--- src/shbp_port_unused_guard.sv ---
// no logic: the host bus port keeps all of its logic in shbp_port.sv

--- src/shbp_pkg.sv ---
// constants and types shared by the sram-like host bus port
package shbp_pkg;
  // widths of the host pins and the internal words
  localparam int HOST_DW  = 16;
  localparam int HOST_AW  = 7;
  localparam int WORD_DW  = 32;
  localparam int CSR_AW   = 6;
  localparam int IRQ_SRCS = 8;
  localparam int HOLD_W   = 8;
  localparam int HCNT_W   = 16;

  // halfword address map when the fifo select pin is low (bits [6:4])
  localparam logic [2:0] RX_REGION  = 3'h0;
  localparam logic [2:0] TX_REGION  = 3'h1;

  // values after reset
  localparam logic [15:0] HALF_RST  = 16'h0000;
  localparam logic [31:0] WORD_RST  = 32'h0000_0000;
  localparam logic [HCNT_W-1:0] HCNT_RST = 16'h0000;

  // hold-off tick: one unit of the programmed interval
  localparam int CLK_PERIOD_NS = 4;
  localparam int HOLD_TICK_NS  = 40;
  localparam int HOLD_TICK_CYC = (HOLD_TICK_NS + CLK_PERIOD_NS - 1) / CLK_PERIOD_NS;

  // sequencer states
  typedef enum logic [1:0] {
    SHBP_IDLE    = 2'b00,
    SHBP_RD_WAIT = 2'b01,
    SHBP_RD_DRV  = 2'b10,
    SHBP_WR_HOLD = 2'b11
  } shbp_state_t;
endpackage

--- src/shbp_port.sv ---
// host bus port: pin synchronisation, decode, 16/32 packing, csr and fifo paths, interrupt line
//
// Contract
// - 16-bit pins packed into 32-bit internal words
// - big-endian mode byte-swaps control register data
// - 7-bit halfword address selects register or fifo
// - data bus driven only during qualified reads
// - low read strobe with chip select reads
// - low write strobe with chip select writes
// - strobes ignored without active chip select
// - qualified write wakes device from reduced power
// - fifo select forces fifo access, ignores upper address
// - static-memory style programmed access to all targets
// - programmable inactive interval after interrupt deasserts
// - control registers on separate internal register bus
module shbp_port (
  // clock and reset
  input  wire logic                          clk,
  input  wire logic                          sys_rst,
  // host pins (asynchronous)
  input  wire logic [shbp_pkg::HOST_DW-1:0]  host_data_in,
  output logic      [shbp_pkg::HOST_DW-1:0]  host_data_out,
  output logic                               host_data_oe,
  input  wire logic [shbp_pkg::HOST_AW-1:0]  host_addr,
  input  wire logic                          read_strobe_low,
  input  wire logic                          write_strobe_low,
  input  wire logic                          chip_select_low,
  input  wire logic                          fifo_select,
  // configuration
  input  wire logic                          big_endian,
  input  wire logic                          reduced_power,
  // wake request toward power control
  output logic                               wake_request,
  // internal control register bus
  output logic      [shbp_pkg::CSR_AW-1:0]   csr_addr,
  output logic      [shbp_pkg::WORD_DW-1:0]  csr_wdata,
  output logic                               csr_wr,
  output logic                               csr_rd,
  input  wire logic [shbp_pkg::WORD_DW-1:0]  csr_rdata,
  // transmit data path
  output logic      [shbp_pkg::WORD_DW-1:0]  tx_data,
  output logic                               tx_push,
  // receive data path (show-ahead head word)
  input  wire logic [shbp_pkg::WORD_DW-1:0]  rx_data,
  output logic                               rx_pop,
  // interrupt configuration and line
  input  wire logic [shbp_pkg::IRQ_SRCS-1:0] irq_sources,
  input  wire logic [shbp_pkg::IRQ_SRCS-1:0] irq_enable,
  input  wire logic                          irq_active_high,
  input  wire logic                          irq_push_pull,
  input  wire logic [shbp_pkg::HOLD_W-1:0]   irq_holdoff,
  output logic                               irq_out,
  output logic                               irq_oe
);

  // two-stage synchronisers for every host pin
  // packed order, msb first: data, address, read, write, chip select, fifo select
  // every pin shares one two-stage path, so strobes and qualifiers stay aligned
  localparam int SYN_W = shbp_pkg::HOST_DW + shbp_pkg::HOST_AW + 4;
  logic [SYN_W-1:0] syn1_q;       // first stage, read only by syn2_q
  logic [SYN_W-1:0] syn2_q;       // second stage, safe to use

  always_ff @(posedge clk) begin
    if (sys_rst) begin
      syn1_q <= {SYN_W{1'b1}};
      syn2_q <= {SYN_W{1'b1}};
    end else begin
      syn1_q <= {host_data_in, host_addr, read_strobe_low, write_strobe_low, chip_select_low, fifo_select};
      syn2_q <= syn1_q;
    end
  end

  // unpack synchronised pins
  wire [shbp_pkg::HOST_DW-1:0] data_s  = syn2_q[SYN_W-1 -: shbp_pkg::HOST_DW];
  wire [shbp_pkg::HOST_AW-1:0] addr_s  = syn2_q[4 +: shbp_pkg::HOST_AW];
  wire                         rd_n_s  = syn2_q[3];
  wire                         wr_n_s  = syn2_q[2];
  wire                         cs_n_s  = syn2_q[1];
  wire                         fsel_s  = syn2_q[0];

  // qualified strobes
  wire rd_act = ~cs_n_s & ~rd_n_s;
  wire wr_act = ~cs_n_s & ~wr_n_s;

  logic rd_prev_q;                 // previous qualified read level
  logic wr_prev_q;                 // previous qualified write level

  always_ff @(posedge clk) begin
    if (sys_rst) begin
      rd_prev_q <= 1'b0;
      wr_prev_q <= 1'b0;
    end else begin
      rd_prev_q <= rd_act;
      wr_prev_q <= wr_act;
    end
  end

  wire rd_go = rd_act & ~rd_prev_q;
  wire wr_go = wr_act & ~wr_prev_q & ~rd_act;

  // address decode of the halfword address
  wire [2:0] region  = addr_s[6:4];
  wire       to_rx   = fsel_s | (region == shbp_pkg::RX_REGION);
  wire       to_tx   = fsel_s | (region == shbp_pkg::TX_REGION);
  // one port reaches register bus, tx fifo and rx fifo alike
  wire       rd_csr  = ~to_rx;
  wire       wr_csr  = ~to_tx;
  wire       half_hi = addr_s[0];
  wire [shbp_pkg::CSR_AW-1:0] word_idx = addr_s[6:1];

  // byte reordering on the control register path only
  function automatic logic [31:0] shbp_swap(input logic [31:0] w, input logic be);
    shbp_swap = be ? {w[7:0], w[15:8], w[23:16], w[31:24]} : w;
  endfunction

  // sequencer state and data holders
  shbp_pkg::shbp_state_t st_q, st_d;
  logic [31:0] rword_q, rword_d;           // word being read out
  logic [15:0] wlow_q,  wlow_d;            // low halfword waiting for its pair
  logic        rhalf_q, rhalf_d;           // which half is driven
  logic        whalf_q, whalf_d;           // which half the write targets
  logic        wcsr_q,  wcsr_d;            // write goes to register bus
  logic [shbp_pkg::CSR_AW-1:0] widx_q, widx_d;
  logic [15:0] dout_d;
  logic        doe_d;
  logic        csr_wr_d, csr_rd_d, tx_push_d, rx_pop_d;
  logic [31:0] csr_wdata_d, tx_data_d;
  logic [shbp_pkg::CSR_AW-1:0] csr_addr_d;

  // next-state and output decisions of the sequencer
  always_comb begin
    st_d        = st_q;
    rword_d     = rword_q;
    wlow_d      = wlow_q;
    rhalf_d     = rhalf_q;
    whalf_d     = whalf_q;
    wcsr_d      = wcsr_q;
    widx_d      = widx_q;
    doe_d       = 1'b0;
    dout_d      = host_data_out;
    csr_wr_d    = 1'b0;
    csr_rd_d    = 1'b0;
    tx_push_d   = 1'b0;
    rx_pop_d    = 1'b0;
    csr_addr_d  = csr_addr;
    csr_wdata_d = csr_wdata;
    tx_data_d   = tx_data;
    case (st_q)
      shbp_pkg::SHBP_IDLE: begin
        if (rd_go) begin
          rhalf_d = half_hi;
          if (half_hi) begin
            // upper half comes from the word fetched on the lower half
            st_d     = shbp_pkg::SHBP_RD_DRV;
            rx_pop_d = to_rx;
          end else if (rd_csr) begin
            // fetch over the register bus, data back next cycle
            csr_addr_d = word_idx;
            csr_rd_d   = 1'b1;
            st_d       = shbp_pkg::SHBP_RD_WAIT;
          end else begin
            rword_d = rx_data;
            st_d    = shbp_pkg::SHBP_RD_DRV;
          end
        end else if (wr_go) begin
          whalf_d = half_hi;
          wcsr_d  = wr_csr;
          widx_d  = word_idx;
          st_d    = shbp_pkg::SHBP_WR_HOLD;
        end
      end
      shbp_pkg::SHBP_RD_WAIT: begin
        rword_d = shbp_swap(csr_rdata, big_endian);
        st_d    = shbp_pkg::SHBP_RD_DRV;
      end
      shbp_pkg::SHBP_RD_DRV: begin
        // drive only while the qualified read lasts
        if (rd_act) begin
          doe_d  = 1'b1;
          dout_d = rhalf_q ? rword_q[31:16] : rword_q[15:0];
        end else begin
          st_d = shbp_pkg::SHBP_IDLE;
        end
      end
      shbp_pkg::SHBP_WR_HOLD: begin
        // data is taken when the write strobe releases
        if (!wr_act) begin
          st_d = shbp_pkg::SHBP_IDLE;
          if (!whalf_q) begin
            wlow_d = data_s;
          end else if (wcsr_q) begin
            csr_addr_d  = widx_q;
            csr_wdata_d = shbp_swap({data_s, wlow_q}, big_endian);
            csr_wr_d    = 1'b1;
          end else begin
            tx_data_d = {data_s, wlow_q};
            tx_push_d = 1'b1;
          end
        end
      end
      default: begin
        st_d = shbp_pkg::SHBP_IDLE;
      end
    endcase
  end

  // sequencer registers and all bus-facing outputs
  always_ff @(posedge clk) begin
    if (sys_rst) begin
      st_q          <= shbp_pkg::SHBP_IDLE;
      rword_q       <= shbp_pkg::WORD_RST;
      wlow_q        <= shbp_pkg::HALF_RST;
      rhalf_q       <= 1'b0;
      whalf_q       <= 1'b0;
      wcsr_q        <= 1'b0;
      widx_q        <= '0;
      host_data_out <= shbp_pkg::HALF_RST;
      host_data_oe  <= 1'b0;
      csr_addr      <= '0;
      csr_wdata     <= shbp_pkg::WORD_RST;
      csr_wr        <= 1'b0;
      csr_rd        <= 1'b0;
      tx_data       <= shbp_pkg::WORD_RST;
      tx_push       <= 1'b0;
      rx_pop        <= 1'b0;
    end else begin
      st_q          <= st_d;
      rword_q       <= rword_d;
      wlow_q        <= wlow_d;
      rhalf_q       <= rhalf_d;
      whalf_q       <= whalf_d;
      wcsr_q        <= wcsr_d;
      widx_q        <= widx_d;
      host_data_out <= dout_d;
      host_data_oe  <= doe_d;
      csr_addr      <= csr_addr_d;
      csr_wdata     <= csr_wdata_d;
      csr_wr        <= csr_wr_d;
      csr_rd        <= csr_rd_d;
      tx_data       <= tx_data_d;
      tx_push       <= tx_push_d;
      rx_pop        <= rx_pop_d;
    end
  end

  // wake request on the start of a qualified write in reduced power
  always_ff @(posedge clk) begin
    if (sys_rst) begin
      wake_request <= 1'b0;
    end else begin
      wake_request <= wr_act & ~wr_prev_q & reduced_power;
    end
  end

  // interrupt request with hold-off after each deassertion
  wire irq_req = |(irq_sources & irq_enable);
  localparam int HCNT_W_L = shbp_pkg::HCNT_W;
  localparam logic [HCNT_W_L-1:0] TICK = HCNT_W_L'(shbp_pkg::HOLD_TICK_CYC);
  // inactive interval in clock cycles, loaded at each deassertion
  wire [HCNT_W_L-1:0] hold_load;
  assign hold_load = HCNT_W_L'(irq_holdoff * TICK);

  logic                irq_act_q, irq_act_d;   // internal asserted state
  logic [HCNT_W_L-1:0] hold_q,    hold_d;      // remaining inactive cycles
  wire                 hold_zero = (hold_q == shbp_pkg::HCNT_RST);

  // hold-off counter and assertion decision
  always_comb begin
    irq_act_d = irq_act_q;
    hold_d    = hold_zero ? hold_q : hold_q - 1'b1;
    if (irq_act_q && !irq_req) begin
      irq_act_d = 1'b0;
      hold_d    = hold_load;
    end else if (!irq_act_q && irq_req && hold_zero) begin
      irq_act_d = 1'b1;
    end
  end

  // pin level and enable from polarity and buffer type
  wire irq_lvl_d = irq_act_d ~^ irq_active_high;
  wire irq_oe_d  = irq_push_pull | irq_act_d;

  always_ff @(posedge clk) begin
    if (sys_rst) begin
      irq_act_q <= 1'b0;
      hold_q    <= shbp_pkg::HCNT_RST;
      irq_out   <= 1'b0;
      irq_oe    <= 1'b0;
    end else begin
      irq_act_q <= irq_act_d;
      hold_q    <= hold_d;
      irq_out   <= irq_push_pull ? irq_lvl_d : 1'b0;
      irq_oe    <= irq_oe_d;
    end
  end

endmodule

--- config.mk ---
export PLATFORM = sky130hd
export DESIGN_NAME = shbp_port
export DESIGN_NICKNAME = d
export VERILOG_FILES = /design/src/shbp_port_unused_guard.sv /design/src/shbp_pkg.sv /design/src/shbp_port.sv
export SDC_FILE = /design/constraint.sdc
export NUM_CORES = 1
export LEC_CHECK = 0
export ABC_AREA = 1
export BUFFER_PORTS_ARGS = -buffer_cell sky130_fd_sc_hd__buf_2
export CORE_ASPECT_RATIO = 1.75
export CORE_UTILIZATION = 54
export DETAILED_ROUTE_END_ITERATION = 10
export HOLD_SLACK_MARGIN = 0.12
export PLACE_DENSITY = 0.8
export SYNTH_ARGS = -nofsm -noshare
export SYNTH_HDL_FRONTEND = slang
export SYNTH_SLANG_ARGS = --single-unit
--- constraint.sdc ---
create_clock -name clk -period 1.98 [get_ports clk]
set_input_delay 0.297 -clock clk [delete_from_list [all_inputs] [get_ports clk]]
set_output_delay 0.297 -clock clk [all_outputs]
set_load 0.02 [all_outputs]
==> reports/qor.log <==
qor: run_status.outcome complete, no violations
qor: sta.grt_setup_unrepaired no
qor: routing.final_antenna_net_count 0
qor: pwr.leakagePower 5.59 nW
qor: clock_tree.tritoncts.num_buffers 21
qor: critical_path.path_class reg -> reg
qor: placement.placement.io_buffers 214
qor: logic_synthesis.synth-seq-area-share 0.478
qor: global_route.grt_antenna_before_repair 2
qor: pwr.peakVddDrop 688 µV
qor: logic_synthesis.synth_async_sr_flop_share 0
qor: routing.initialDrtViolationCount 372
qor: critical_path.arrival 2.14 ns
qor: placement.hpwlAfterDp 17.8 mm
qor: sta.min_period 1.72 ns
qor: die.design.core.area 17000 µm²
qor: logic_synthesis.postSynthCellCount 1266
qor: sta.totalNegativeSetupSlack 0 ns
qor: logic_synthesis.fraction_of_synthesized_cell_area_taken_by_the_top_area_cell_type 0.478
qor: die.die-height 177 µm
qor: logic_synthesis.synth-adder-area-share 0.0206
qor: sta.timing_max_transition_violations_final 0
qor: job.max-cap-violations 0
qor: logic_synthesis.yosys.area_share.xor_xnor 0.00556
qor: global_route.first_global_vias 8522
qor: finish.footprint_of_the_multi_input_gates 4280 µm²
qor: worst_hold_path.hold_path.class in -> reg
qor: logic_synthesis.synth_compound_gate_area_share 0.172
qor: sta.worst_slew_pin_slew 0.601 ns
qor: routing.postRouteWirelength 25.7 mm
qor: logic_synthesis.post_synth_and_or_nand_nor_area_fraction 0.236
qor: critical_path.worst-endpoint-required 2.41 ns
qor: logic_synthesis.synth.cells.most_frequent dfxtp_1 (226), nand2_1 (208), nor2_1 (204), o21ai_0 (177), inv_1 (81)
qor: global_route.grt_max_degree 97
qor: logic_synthesis.yosysWarnings 0
qor: logic_synthesis.post_synth_num_cell_types 30
qor: critical_path.worst_setup_path_start_kind register
qor: logic_synthesis.combinational_family_with_the_most_area_after_synthesis simple AND/OR/NAND/NOR gates
qor: logic_synthesis.synthDominantAreaCellType dfxtp_1
qor: logic_synthesis.synthFlopType dfxtp_1
qor: sta.fin_worst_skew 0.00968 ns
qor: routing.first_drt_pass_iteration_count 6
qor: pwr.power_density 977 nW/µm²
qor: clock_tree.cts_resized 0
qor: finish.drive_gt1_frac 0.232
qor: sta.clock.fmax 583 MHz
qor: global_route.grt_first_pass_wirelength 40.1 mm
qor: clock_tree.clockBufferDepth 3
qor: logic_synthesis.synth_nets 1402
qor: clock_tree.clk_latency 0.49 ns
qor: clock_tree.clock-root-buffer clkbuf_16
qor: routing.detail_route.wl_per_cell 14.9 µm
qor: die.placement_rows 63
qor: global_route.globalRouteTotalUtil 0.281
qor: die.die_area 18100 µm²
qor: sta.layout_worst_path_cycle_share 0.867
qor: critical_path.critical_path_fanout_max 32
qor: critical_path.timing.critical_path.to_type register
qor: logic_synthesis.yosys.cell_count.top_type dfxtp_1
qor: die.start_util 0.555
qor: pwr.post-layout-total-power 11.5 mW
qor: clock_tree.cts.sinks 226
qor: sta.timing.max_slew.rel_slack 0.599
qor: logic_synthesis.mappedNetlistArea 9460 µm²
qor: logic_synthesis.netlist_top_cells_area dfxtp_1 (48%), o21ai_0 (9.4%), nand2_1 (8.3%), nor2_1 (8.1%), or2_2 (3.8%)
qor: logic_synthesis.syn_avg_cell_area 7.47 µm²
qor: routing.route.vias.total 9155
qor: die.ioPinCount 215
qor: finish.ff_latch_area 4520 µm²
qor: routing.via_per_inst 5.30
qor: finish.areaGrowthSynthToFinish 24.7%
qor: logic_synthesis.number_of_synthesized_flops_with_an_enable_pin 0
qor: finish.num-fill-cells 1470
qor: logic_synthesis.ys_ff_latch 226
qor: clock_tree.clk_transition_reported_paths 0.06 ns
qor: sta.hold_viol 0
qor: clock_tree.cts.htree.levels 1
qor: die.fp.dieW 102 µm
qor: clock_tree.cts_setup_buffers 0
qor: finish.final_nets 1621
qor: clock_tree.tritoncts_clock_tree built
qor: clock_tree.hold_buffers 30
qor: placement.gp_routability_congestion 0.901
qor: sta.report.final.setup_viol 0
qor: global_route.grt_overflow 0
qor: logic_synthesis.synth.area.mux_share 0.0169
qor: routing.drc_errors 0
## area by class of cell
cell class | instances | share of cell area
multi-input cells | 878 | 0.363
flip-flops and latches | 226 | 0.384
clock buffers | 30 | 0.0508
inverters | 90 | 0.0288
clock inverters | 6 | 0.0110
diodes | 2 | 0.000425
repair buffers | 268 | 0.138
well taps | 227 | 0.0241
## path summary, 6_finish.rpt
kind / startpoint / end / slack, ns / cells past startpoint
setup / recovery: st_q[0] / rword_q[16] / 0.26 / 7
setup reg to reg: st_q[0] / rword_q[16] / 0.26 / 7
hold / removal: sys_rst / hold_q[11] / 0.15 / 2
hold reg to reg: syn1_q[25] / syn2_q[25] / 0.40 / 1
## layout by cell type, fill, tap and decap left out, types with 14 or more instances in the layout
| cell | netlist | final |
|---|---|---|
| inv_1 | 81 | 80 |
| a31oi_1 | 33 | 33 |
| ha_1 | 14 | 14 |
| o21ai_0 | 177 | 177 |
| dlygate4sd3_1 | 0 | 30 |
| dfxtp_1 | 226 | 226 |
| o21ai_1 | 36 | 36 |
| mux2i_1 | 16 | 16 |
| nand2_1 | 208 | 208 |
| clkbuf_16 | 0 | 21 |
| a21oi_1 | 70 | 70 |
| nor2_1 | 204 | 204 |
| nand3_1 | 30 | 30 |
| or2_2 | 57 | 57 |
| buf_2 | 22 | 214 |
| buf_4 | 2 | 18 |
## sequential cells by signal (all words and copies together) (netlist names), 2 cells and up
register and flops:
csr_wdata 32, widx_q 6, syn1_q 27, wlow_q 16, csr_addr 6, st_q 2, host_data_out 16, hold_q 16
syn2_q 27, rword_q 32, tx_data 32
## critical path, cell delays in order, from the launching register on
cell and delay, ns:
dfxtp_1 0.46, inv_2 0.05, nor2_2 0.15, buf_4 0.32, o21ai_0 0.14, o21ai_0 0.33
o21ai_1 0.12, nor2_1 0.08
## power by group
part,internal (mW),switching (mW)
clock,2.62,1.66
combinational,0.855,1.40
sequential,4.80,0.191
total,8.28,3.24
## through the flow
stage | instances | setup slack [ns] | utilization | hold WS, ns | instance area, µm²
floorplan | 1266 | 0.262 | - | 0.389 | 9460
global placement | 1659 | 0.0929 | 0.631 | 0.390 | 10800
detailed placement | 1659 | 0.0627 | 0.631 | 0.393 | 10800
CTS | 1725 | 0.235 | 0.692 | 0.147 | 11800
global route | 1727 | 0.0157 | 0.692 | 0.153 | 11800
finish | 1727 | 0.264 | 0.692 | 0.150 | 11800
## cell families after synthesis
group | Yosys count
xor gates and xnor gates | 6
AOI/OAI and AO/OA | 317
buffers and inverters | 162
adders and majority gates | 15
and+or+nand+nor | 524
muxes | 16
DFF | 226
## layer usage
metal,track usage,vias up,part of all wire
met5,0,-,0.00070
met4,0.157,2,0.055
met3,0.0371,94,0.057
met2,0.516,343,0.52
met1,0.300,4156,0.37
li1,-,4560,-
(Power assumes the default switching activity.)
